--- src/verilog/biw_pkg.sv ---
// constants and register layout of the bridge I/O window and downstream status bank
// Behaviour
// [RULE_01] both window indicators read constant 1h
// [RULE_02] base nibble bits 7:4 writable, resets zero
// [RULE_03] lower bound low twelve bits zero
// [RULE_04] limit nibble bits 15:12 writable, resets zero
// [RULE_05] upper bound low twelve bits ones
// [RULE_06] bits 31:16 from upper registers
// [RULE_07] bounds decide I/O forwarding
// [RULE_08] bits 21, 23, 26:25 read zero
// [RULE_09] parity error sets bit 24
// [RULE_10] bit 24 never set without response enable
// [RULE_11] sent completer abort sets bit 27
// [RULE_12] received completer abort sets bit 28
// [RULE_13] received unsupported request sets bit 29
// [RULE_14] error message with enable sets 30
// [RULE_15] poisoned packet received sets bit 31
// [RULE_16] bits 24, 30, 31 write-one-to-clear
// [RULE_17] reserved bits read zero, ignore writes
package biw_pkg;

  localparam int          APB_ADDR_W        = 8;
  localparam int          APB_DATA_W        = 32;

  // byte addresses of the register words
  localparam logic [7:0]  OFS_IO_STATUS     = 8'h1c;
  localparam logic [7:0]  OFS_IO_UPPER      = 8'h30;
  localparam logic [7:0]  OFS_BRG_CTRL      = 8'h3c;

  // window fields inside the status word
  localparam int          IO_BASE_IND_LSB   = 0;
  localparam int          IO_BASE_LSB       = 4;
  localparam int          IO_LIMIT_IND_LSB  = 8;
  localparam int          IO_LIMIT_LSB      = 12;
  localparam logic [3:0]  IO_ADDR_CAP       = 4'h1;
  localparam logic [3:0]  IO_NIB_RST        = 4'h0;

  // upper-16 word: base in low half, limit in high half
  localparam int          UPPER_BASE_LSB    = 0;
  localparam int          UPPER_LIMIT_LSB   = 16;
  localparam logic [15:0] UPPER_RST         = 16'h0000;

  // bridge control word
  localparam int          CTRL_PERR_EN_POS  = 16;
  localparam int          CTRL_SERR_EN_POS  = 17;
  localparam logic        CTRL_EN_RST       = 1'b0;

  // sticky downstream status flags
  localparam int          NUM_FLAGS         = 6;
  localparam int          FLAG_POS [NUM_FLAGS] = '{24, 27, 28, 29, 30, 31};
  localparam logic [NUM_FLAGS-1:0] FLAG_W1C = 6'b11_0001;
  localparam logic        FLAG_RST          = 1'b0;

  localparam int          FLG_MDPE          = 0;
  localparam int          FLG_STA           = 1;
  localparam int          FLG_RTA           = 2;
  localparam int          FLG_RMA           = 3;
  localparam int          FLG_RSE           = 4;
  localparam int          FLG_DPE           = 5;

  typedef enum logic [1:0] {
    BIW_IDLE   = 2'b01,
    BIW_ACCESS = 2'b10
  } biw_apb_state_t;

endpackage

--- src/verilog/biw_bank.sv ---
// APB register bank for the bridge I/O window and downstream status
`timescale 1ns/10ps
`default_nettype none
module biw_bank
  import biw_pkg::*;
(
  input  wire logic                  core_clk_i,
  input  wire logic                  rst_n_i,
  // APB slave
  input  wire logic                  psel_i,
  input  wire logic                  penable_i,
  input  wire logic                  pwrite_i,
  input  wire logic [APB_ADDR_W-1:0] paddr_i,
  input  wire logic [APB_DATA_W-1:0] pwdata_i,
  input  wire logic [3:0]            pstrb_i,
  output var  logic [APB_DATA_W-1:0] prdata_o,
  output var  logic                  pready_o,
  output var  logic                  pslverr_o,
  // downstream transaction events
  input  wire logic                  parity_err_evt_i,
  input  wire logic                  cpl_abort_sent_i,
  input  wire logic                  cpl_abort_rcvd_i,
  input  wire logic                  cpl_ur_rcvd_i,
  input  wire logic                  err_msg_sent_i,
  input  wire logic                  poisoned_rcvd_i,
  // I/O forwarding decision
  input  wire logic                  io_req_valid_i,
  input  wire logic [31:0]           io_req_addr_i,
  output var  logic                  io_fwd_valid_o,
  output var  logic                  io_fwd_hit_o,
  output var  logic [31:0]           io_base_o,
  output var  logic [31:0]           io_limit_o,
  // enables seen by the transaction logic
  output var  logic                  parity_resp_en_o,
  output var  logic                  system_error_report_enable_o
);

  biw_apb_state_t          state;
  biw_apb_state_t          next_state;

  logic [3:0]              io_base_nib;
  logic [3:0]              io_limit_nib;
  logic [15:0]             io_base_upper;
  logic [15:0]             io_limit_upper;
  logic                    perr_resp_en;
  logic                    system_error_report_enable;

  logic [NUM_FLAGS-1:0]    flag_set;
  logic [NUM_FLAGS-1:0]    flag_clr;
  logic [NUM_FLAGS-1:0]    flag_q;

  logic [15:0]             io_window_word;
  logic [15:0]             downstream_side_status;

  logic                    setup_phase;
  logic                    access_done;
  logic                    wr_done;
  logic                    sel_io_status;
  logic                    sel_io_upper;
  logic                    sel_brg_ctrl;
  logic                    addr_mapped;
  logic                    access_phase;
  logic [3:0]              wr_lane_status;
  logic [3:0]              wr_lane_upper;
  logic [3:0]              wr_lane_ctrl;

  logic [APB_DATA_W-1:0]   next_rdata;
  logic                    next_slverr;

  logic [31:0]             win_base;
  logic [31:0]             win_limit;
  logic                    win_hit;

  // ------------------------------------------------------------------
  // APB phase tracking
  // ------------------------------------------------------------------

  assign setup_phase  = psel_i && !penable_i;
  assign access_phase = psel_i && penable_i;

  always_comb begin
    next_state = state;
    unique case (state)
      BIW_IDLE: begin
        if (setup_phase) begin
          next_state = BIW_ACCESS;
        end
      end
      BIW_ACCESS: begin
        if (access_phase) begin
          next_state = BIW_IDLE;
        end
      end
      default: begin
        next_state = BIW_IDLE;
      end
    endcase
  end

  always_ff @(posedge core_clk_i or negedge rst_n_i) begin
    if (!rst_n_i) begin
      state <= BIW_IDLE;
    end else begin
      state <= next_state;
    end
  end

  // read data is captured in setup, so the access phase always completes at once
  always_comb begin
    pready_o = (state == BIW_ACCESS) && access_phase;
  end

  assign access_done = pready_o;
  assign wr_done     = access_done && pwrite_i;

  // ------------------------------------------------------------------
  // address decode on the word address only; paddr_i[1:0] are ignored
  // ------------------------------------------------------------------

  assign sel_io_status = (paddr_i[APB_ADDR_W-1:2] == OFS_IO_STATUS[APB_ADDR_W-1:2]);
  assign sel_io_upper  = (paddr_i[APB_ADDR_W-1:2] == OFS_IO_UPPER[APB_ADDR_W-1:2]);
  assign sel_brg_ctrl  = (paddr_i[APB_ADDR_W-1:2] == OFS_BRG_CTRL[APB_ADDR_W-1:2]);
  assign addr_mapped   = sel_io_status || sel_io_upper || sel_brg_ctrl;

  // word map: 1ch window nibbles and status flags, 30h upper halves
  // of base (low) and limit (high), 3ch the two report enables;
  // every other word answers with pslverr and writes nothing
  // a lane is written only on the completing access edge, so a write
  // cannot land twice even if the master stretches its access phase
  always_comb begin
    wr_lane_status = 4'h0;
    wr_lane_upper  = 4'h0;
    wr_lane_ctrl   = 4'h0;
    if (wr_done && addr_mapped) begin
      if (sel_io_status) begin
        wr_lane_status = pstrb_i;
      end
      if (sel_io_upper) begin
        wr_lane_upper = pstrb_i;
      end
      if (sel_brg_ctrl) begin
        wr_lane_ctrl = pstrb_i;
      end
    end
  end

  // ------------------------------------------------------------------
  // writable window fields
  // ------------------------------------------------------------------

  always_ff @(posedge core_clk_i or negedge rst_n_i) begin
    if (!rst_n_i) begin
      io_base_nib <= IO_NIB_RST;
    end else if (wr_lane_status[0]) begin
      io_base_nib <= pwdata_i[IO_BASE_LSB +: 4]; // [RULE_02]
    end
  end

  always_ff @(posedge core_clk_i or negedge rst_n_i) begin
    if (!rst_n_i) begin
      io_limit_nib <= IO_NIB_RST;
    end else if (wr_lane_status[1]) begin
      io_limit_nib <= pwdata_i[IO_LIMIT_LSB +: 4]; // [RULE_04]
    end
  end

  // upper halves of the bounds, one byte lane at a time
  always_ff @(posedge core_clk_i or negedge rst_n_i) begin
    if (!rst_n_i) begin
      io_base_upper <= UPPER_RST;
    end else begin
      if (wr_lane_upper[0]) begin
        io_base_upper[7:0] <= pwdata_i[UPPER_BASE_LSB +: 8]; // [RULE_06]
      end
      if (wr_lane_upper[1]) begin
        io_base_upper[15:8] <= pwdata_i[UPPER_BASE_LSB + 8 +: 8]; // [RULE_06]
      end
    end
  end

  always_ff @(posedge core_clk_i or negedge rst_n_i) begin
    if (!rst_n_i) begin
      io_limit_upper <= UPPER_RST;
    end else begin
      if (wr_lane_upper[2]) begin
        io_limit_upper[7:0] <= pwdata_i[UPPER_LIMIT_LSB +: 8]; // [RULE_06]
      end
      if (wr_lane_upper[3]) begin
        io_limit_upper[15:8] <= pwdata_i[UPPER_LIMIT_LSB + 8 +: 8]; // [RULE_06]
      end
    end
  end

  // ------------------------------------------------------------------
  // bridge control enables
  // ------------------------------------------------------------------

  always_ff @(posedge core_clk_i or negedge rst_n_i) begin
    if (!rst_n_i) begin
      perr_resp_en <= CTRL_EN_RST;
    end else if (wr_lane_ctrl[2]) begin
      perr_resp_en <= pwdata_i[CTRL_PERR_EN_POS];
    end
  end

  always_ff @(posedge core_clk_i or negedge rst_n_i) begin
    if (!rst_n_i) begin
      system_error_report_enable <= CTRL_EN_RST;
    end else if (wr_lane_ctrl[2]) begin
      system_error_report_enable <= pwdata_i[CTRL_SERR_EN_POS];
    end
  end

  assign parity_resp_en_o             = perr_resp_en;
  assign system_error_report_enable_o = system_error_report_enable;

  // ------------------------------------------------------------------
  // sticky downstream status flags
  // ------------------------------------------------------------------

  always_comb begin
    flag_set           = '0;
    flag_set[FLG_MDPE] = parity_err_evt_i && perr_resp_en;               // [RULE_09] [RULE_10]
    flag_set[FLG_STA]  = cpl_abort_sent_i;                               // [RULE_11]
    flag_set[FLG_RTA]  = cpl_abort_rcvd_i;                               // [RULE_12]
    flag_set[FLG_RMA]  = cpl_ur_rcvd_i;                                  // [RULE_13]
    flag_set[FLG_RSE]  = err_msg_sent_i && system_error_report_enable;   // [RULE_14]
    flag_set[FLG_DPE]  = poisoned_rcvd_i;                                // [RULE_15]
  end

  genvar gi;
  generate
    for (gi = 0; gi < NUM_FLAGS; gi++) begin : g_flag
      // only the top byte lane carries the flags
      assign flag_clr[gi] = wr_lane_status[3] && pwdata_i[FLAG_POS[gi]]; // [RULE_16]

      biw_status_flag #(
        .CLEARABLE (FLAG_W1C[gi])
      ) u_flag (
        .core_clk_i (core_clk_i),
        .rst_n_i    (rst_n_i),
        .set_i      (flag_set[gi]),
        .clr_i      (flag_clr[gi]),
        .flag_o     (flag_q[gi])
      );
    end
  endgenerate

  // ------------------------------------------------------------------
  // read-back images
  // ------------------------------------------------------------------

  always_comb begin
    io_window_word                                = '0;
    io_window_word[IO_BASE_IND_LSB +: 4]          = IO_ADDR_CAP;  // [RULE_01]
    io_window_word[IO_BASE_LSB +: 4]              = io_base_nib;
    io_window_word[IO_LIMIT_IND_LSB +: 4]         = IO_ADDR_CAP;  // [RULE_01]
    io_window_word[IO_LIMIT_LSB +: 4]             = io_limit_nib;
  end

  // bits not holding a flag (legacy timing, reserved) stay zero
  always_comb begin
    downstream_side_status = '0; // [RULE_08] [RULE_17]
    for (int i = 0; i < NUM_FLAGS; i++) begin
      downstream_side_status[FLAG_POS[i] - 16] = flag_q[i];
    end
  end

  always_comb begin
    next_rdata  = '0;
    next_slverr = 1'b0;
    if (sel_io_status) begin
      next_rdata = {downstream_side_status, io_window_word};
    end else if (sel_io_upper) begin
      next_rdata[UPPER_BASE_LSB +: 16]  = io_base_upper;
      next_rdata[UPPER_LIMIT_LSB +: 16] = io_limit_upper;
    end else if (sel_brg_ctrl) begin
      next_rdata[CTRL_PERR_EN_POS] = perr_resp_en;
      next_rdata[CTRL_SERR_EN_POS] = system_error_report_enable;
    end else begin
      next_slverr = 1'b1;
    end
  end

  // snapshot taken in setup; a flag set during access shows on the next read
  always_ff @(posedge core_clk_i or negedge rst_n_i) begin
    if (!rst_n_i) begin
      prdata_o <= '0;
    end else if (setup_phase && !pwrite_i) begin
      prdata_o <= next_rdata;
    end else if (setup_phase) begin
      prdata_o <= '0;
    end
  end

  // unmapped accesses answer with an error and change nothing
  always_ff @(posedge core_clk_i or negedge rst_n_i) begin
    if (!rst_n_i) begin
      pslverr_o <= 1'b0;
    end else if (setup_phase) begin
      pslverr_o <= next_slverr;
    end
  end

  // ------------------------------------------------------------------
  // I/O forwarding window
  // ------------------------------------------------------------------

  biw_io_range u_range (
    .base_nib_i    (io_base_nib),
    .limit_nib_i   (io_limit_nib),
    .base_upper_i  (io_base_upper),
    .limit_upper_i (io_limit_upper),
    .addr_i        (io_req_addr_i),
    .base_o        (win_base),
    .limit_o       (win_limit),
    .hit_o         (win_hit)
  );

  always_ff @(posedge core_clk_i or negedge rst_n_i) begin
    if (!rst_n_i) begin
      io_fwd_valid_o <= 1'b0;
    end else begin
      io_fwd_valid_o <= io_req_valid_i;
    end
  end

  // hit is only meaningful alongside valid; held low otherwise
  always_ff @(posedge core_clk_i or negedge rst_n_i) begin
    if (!rst_n_i) begin
      io_fwd_hit_o <= 1'b0;
    end else begin
      io_fwd_hit_o <= io_req_valid_i && win_hit; // [RULE_07]
    end
  end

  always_ff @(posedge core_clk_i or negedge rst_n_i) begin
    if (!rst_n_i) begin
      io_base_o <= '0;
    end else begin
      io_base_o <= win_base;
    end
  end

  always_ff @(posedge core_clk_i or negedge rst_n_i) begin
    if (!rst_n_i) begin
      io_limit_o <= '0;
    end else begin
      io_limit_o <= win_limit;
    end
  end

endmodule // biw_bank
`default_nettype wire

--- src/verilog/biw_io_range.sv ---
// assembles the 32-bit I/O window bounds and compares an address against them
`timescale 1ns/10ps
`default_nettype none
module biw_io_range
  import biw_pkg::*;
(
  input  wire logic [3:0]  base_nib_i,
  input  wire logic [3:0]  limit_nib_i,
  input  wire logic [15:0] base_upper_i,
  input  wire logic [15:0] limit_upper_i,
  input  wire logic [31:0] addr_i,
  output var  logic [31:0] base_o,
  output var  logic [31:0] limit_o,
  output var  logic        hit_o
);

  always_comb begin
    base_o  = {base_upper_i, base_nib_i, 12'h000};   // [RULE_03] [RULE_06]
    limit_o = {limit_upper_i, limit_nib_i, 12'hfff}; // [RULE_05] [RULE_06]
    // a limit below the base opens no window at all
    hit_o   = (addr_i >= base_o) && (addr_i <= limit_o); // [RULE_07]
  end

endmodule // biw_io_range
`default_nettype wire

--- src/verilog/biw_status_flag.sv ---
// one sticky status flag with optional write-one-to-clear
`timescale 1ns/10ps
`default_nettype none
module biw_status_flag
  import biw_pkg::*;
#(
  parameter bit CLEARABLE = 1'b1
) (
  input  wire logic core_clk_i,
  input  wire logic rst_n_i,
  input  wire logic set_i,
  input  wire logic clr_i,
  output var  logic flag_o
);

  // a set in the clearing cycle wins so no event is lost
  always_ff @(posedge core_clk_i or negedge rst_n_i) begin
    if (!rst_n_i) begin
      flag_o <= FLAG_RST;
    end else if (set_i) begin
      flag_o <= 1'b1;
    end else if (CLEARABLE && clr_i) begin // [RULE_16]
      flag_o <= 1'b0;
    end
  end

endmodule // biw_status_flag
`default_nettype wire
--- config.mk ---
export PLATFORM = sky130hd
export DESIGN_NAME = biw_bank
export DESIGN_NICKNAME = d
export VERILOG_FILES = /design/src/verilog/biw_pkg.sv /design/src/verilog/biw_bank.sv /design/src/verilog/biw_io_range.sv /design/src/verilog/biw_status_flag.sv
export SDC_FILE = /design/constraint.sdc
export NUM_CORES = 1
export LEC_CHECK = 0
export BUFFER_PORTS_ARGS = -buffer_cell sky130_fd_sc_hd__buf_2
export CORE_UTILIZATION = 56
export CTS_BUF_LIST = sky130_fd_sc_hd__clkbuf_2 sky130_fd_sc_hd__clkbuf_4 sky130_fd_sc_hd__clkbuf_8
export CTS_CLUSTER_DIAMETER = 60
export DETAILED_ROUTE_END_ITERATION = 7
export PLACE_DENSITY = 0.87
export SYNTH_ARGS = -nofsm -noshare
export SYNTH_HDL_FRONTEND = slang
export SYNTH_SLANG_ARGS = --single-unit
--- constraint.sdc ---
create_clock -name core_clk_i -period 3.1 [get_ports core_clk_i]
set_clock_uncertainty 0.15 [all_clocks]
set_input_delay 0.31 -clock core_clk_i [delete_from_list [all_inputs] [get_ports core_clk_i]]
set_output_delay 0.31 -clock core_clk_i [all_outputs]
set_load 0.02 [all_outputs]
==> impl_metrics.yaml <==
grt:
  antenna_found_initial: 0
  overflow: 0
  grt_pass1_wl_um: 22580
  grt_pass1_vias: 4534
  grt_max_degree: 61
  track_usage_pct: 29.39
finish:
  final_nets: 808
  drive_above_1_share_pct: 39.39
  num-fill-cells: 631
  final_util_pct: 76.17
  final_cell_mix: "buf_2 (174), dfrtp_1 (125), inv_1 (42), dlygate4sd3_1 (42), ha_1 (40)"
  syn2layout_area_growth_pct: 31.01
  insertedDiodeCount: 0
  regArea_sq_um: 3154
  layout_commonest_cell: "buf_2"
  multi_input_area_sq_um: 2226
clocking:
  htreeDepth: 4
  numCtsBuffers: 17
  clkTransAtPathRegs_ns: 0.08
  cts_tree: "built"
  cts_root_buffer: "clkbuf_8"
  clock_path_buffers: 2
  clock-sinks: 126
  cts_resized: 0
  worstSkewPairLatency_ns: 0.44
  post_cts_buffers: 0
sta:
  period_needed_ns: 2.415
  hold_viol: 0
  tns_ns: 0
  fmax_mhz: 414.1
  drv_slew: 0
  finalSetupViolCount: 0
  rsz0062_at_grt: "no"
  min_period_over_period_pct: 77.90
  worstMarginPinSlew_ns: 0.7342
  maxSlewHeadroom_pct: 51.05
drt:
  drt_iter0_drc: 202
  drcViolationCount: 0
  vias_per_cell: 5.379
  wire_per_inst_um: 17.72
  routed_wl_um: 14640
  firstDrtPassIters: 5
  drtAntennaViolNets: 0
  vias: 4443
synthesis:
  synth_edf_count: 0
  synth_area_sq_um: 5709
  synth_top_family_by_area: "compound AO/OA/AOI/OAI gates"
  ys_warn_count: 0
  postSynth.asyncResetShare_pct: 100.0
  ys_ff_latch: 126
  synth_compound_area_share_pct: 10.43
  synth.area.mux_share_pct: 9.993
  synth-simple-area-share_pct: 8.941
  yosysSeqAreaShare_pct: 55.25
  synth_flop_cell: "dfrtp_1"
  synth_xor_area_share_pct: 0
  syn_area_per_cell_sq_um: 12.44
  post_synth_fa_ha_maj_area_fraction_pct: 8.766
  syn_inst: 459
  ys_types: 47
die:
  core-area_sq_um: 9819
  ios: 190
  dieArea_sq_um: 10600
  start_util_pct: 58.14
  rows: 36
  dieWidth_um: 103.0
  fp.dieH_um: 103.0
setup_path:
  cpMostUsedCell: "a2111oi_0"
  worstRegToRegCells: 8
  timing.rr.start: "io_base_nib[1]"
  cp-start-kind: "flip-flop"
  worst_setup_path_end_kind: "flip-flop"
  crit_chain: "inv_1, ha_1, nor2b_1, a2111oi_0, a2111oi_0, o211ai_1, a21oi_1, o311a_1"
  cp.required_ns: 3.28
  reg2reg_to: "io_fwd_hit_o"
  critPathKind: "reg -> reg"
  cp_slowest_cell: "dfrtp_1"
  worst-path-max-fanout: 4
  arrival_ns: 2.59
  critPathMaxStageDelay_ns: 0.42
  rrSetupSlack_ns: 0.69
min_path:
  hold_start: "pstrb_i[3]"
  hold_end: "g_flag[4].u_flag.flag_o"
  min_path_type: "in -> reg"
  holdPathStages: 3
status:
  status: "finished clean"
placement:
  place.gp.congestion: 0.8382
  port_buffers: 175
  dp_hpwl_um: 10370
run:
  maxCapViolCount: 0
power_and_ir_drop:
  ir_worst_vdd_v: 0.0002986
  power_density_nw_per_um2: 462.6
  p_leak_nw: 3.938
==> power by group <==
part           leakage, nW  internal (mW)  switching (mW)
registers             1.73           1.65         0.00516
logic                 2.00          0.128           0.163
clock network        0.208          0.840           0.670
total                 3.94           2.62           0.838
==> repair_timing <==
item                                    CTS  global route
hold buffers                             42             0
endpoints found under the setup margin    0             0
hold endpoints to repair                109             0
==> registers in the layout, summed over array words and instances, names as in the netlist, 2 cells and up <==
| register | count |
|---|---|
| io_base_o | 20 |
| io_limit_upper | 16 |
| g_flag.u_flag.flag_o | 6 |
| io_limit_o | 21 |
| io_base_nib | 4 |
| state | 2 |
| io_base_upper | 16 |
| prdata_o | 32 |
| io_limit_nib | 4 |
==> metrics by stage <==
stage,total power [mW],area [sq um],setup WS (ns),hold WS (ns),std cells
floorplan,1.818,5751,0.8595,-0.1356,470
global placement,1.925,6635,0.5901,0.2422,752
detailed placement,1.936,6635,0.5627,0.2611,752
CTS,3.486,7480,0.6862,0.03362,826
global route,3.586,7480,0.4763,0.07351,826
finish,3.460,7480,0.6852,0.07439,826
==> how the worst max path moves through the flow <==
stage                        start           endpoint  slack (ns)
finish              io_base_nib[1]       io_fwd_hit_o        0.69
CTS                 io_base_nib[1]       io_fwd_hit_o        0.69
global placement        paddr_i[7]   io_base_upper[9]        0.59
global route        io_base_nib[1]       io_fwd_hit_o        0.48
detailed placement      paddr_i[7]  io_limit_upper[0]        0.56
floorplan               paddr_i[7]   io_base_upper[0]        0.86
==> critical path: cells and delay by family (launching register included) <==
family	cells	cell delay [ns]
buf+inv	1	0.06
simple gates	1	0.15
flops	1	0.42
compound gates	5	1.19
fa+ha+maj	1	0.33
==> routing by layer <==
metal / share of wire (%) / routed length, um / GRT usage (%)
met1: 40 / 5809 / 34.63
met2: 50 / 7380 / 50.41
met3: 8.6 / 1256 / 9.695
met4: 1.3 / 188 / 10.51
met5: 0 / 0 / 0
==> final cells by class <==
| cell class | instances | share of cell area [%] |
|---|---|---|
| flip-flops and latches | 126 | 42.17 |
| multi-input cells | 269 | 29.76 |
| repair buffers | 224 | 18.07 |
| clock buffers | 19 | 3.496 |
| well taps | 133 | 2.225 |
| clock inverters | 13 | 2.175 |
| inverters | 42 | 2.108 |
==> Yosys cell counts (2+ instances only) <==
master       n  area [sq um]
mux2_4      26         390.4
mux2_2      16         180.2
nor2b_1      5         31.28
o311a_1      2         20.02
a2111oi_0    2         17.52
nor4_1       2         12.51
inv_1       42         157.7
dfrtp_1    125          3128
clkbuf_1     7         26.28
a22oi_1     16         120.1
nand3_1      6         30.03
nor2_1       6         22.52
a22o_1      16         140.1
a21oi_1     19         95.09
or2_2        4         25.02
buf_4       23         172.7
conb_1       2         7.510
ha_1        40         500.5
nor4b_1      2         17.52
nand2b_1     2         12.51
nand4_1      9         56.30
nor3_1       2         10.01
nand2_1     32         120.1
nand2_4      4         45.04
o21ai_0     25         125.1
a21o_1       3         22.52
==> kinds of logic (layout without fill, tap and decap cells) <==
group / Yosys count / after routing
muxes: 42 / 42
adders and majority gates: 40 / 40
DFF: 126 / 126
other: 2 / 13
and+or+nand+nor: 85 / 85
buffers and inverters: 75 / 298
AOI/OAI and AO/OA: 89 / 89
Note: power is estimated with default switching activity, not from simulation.
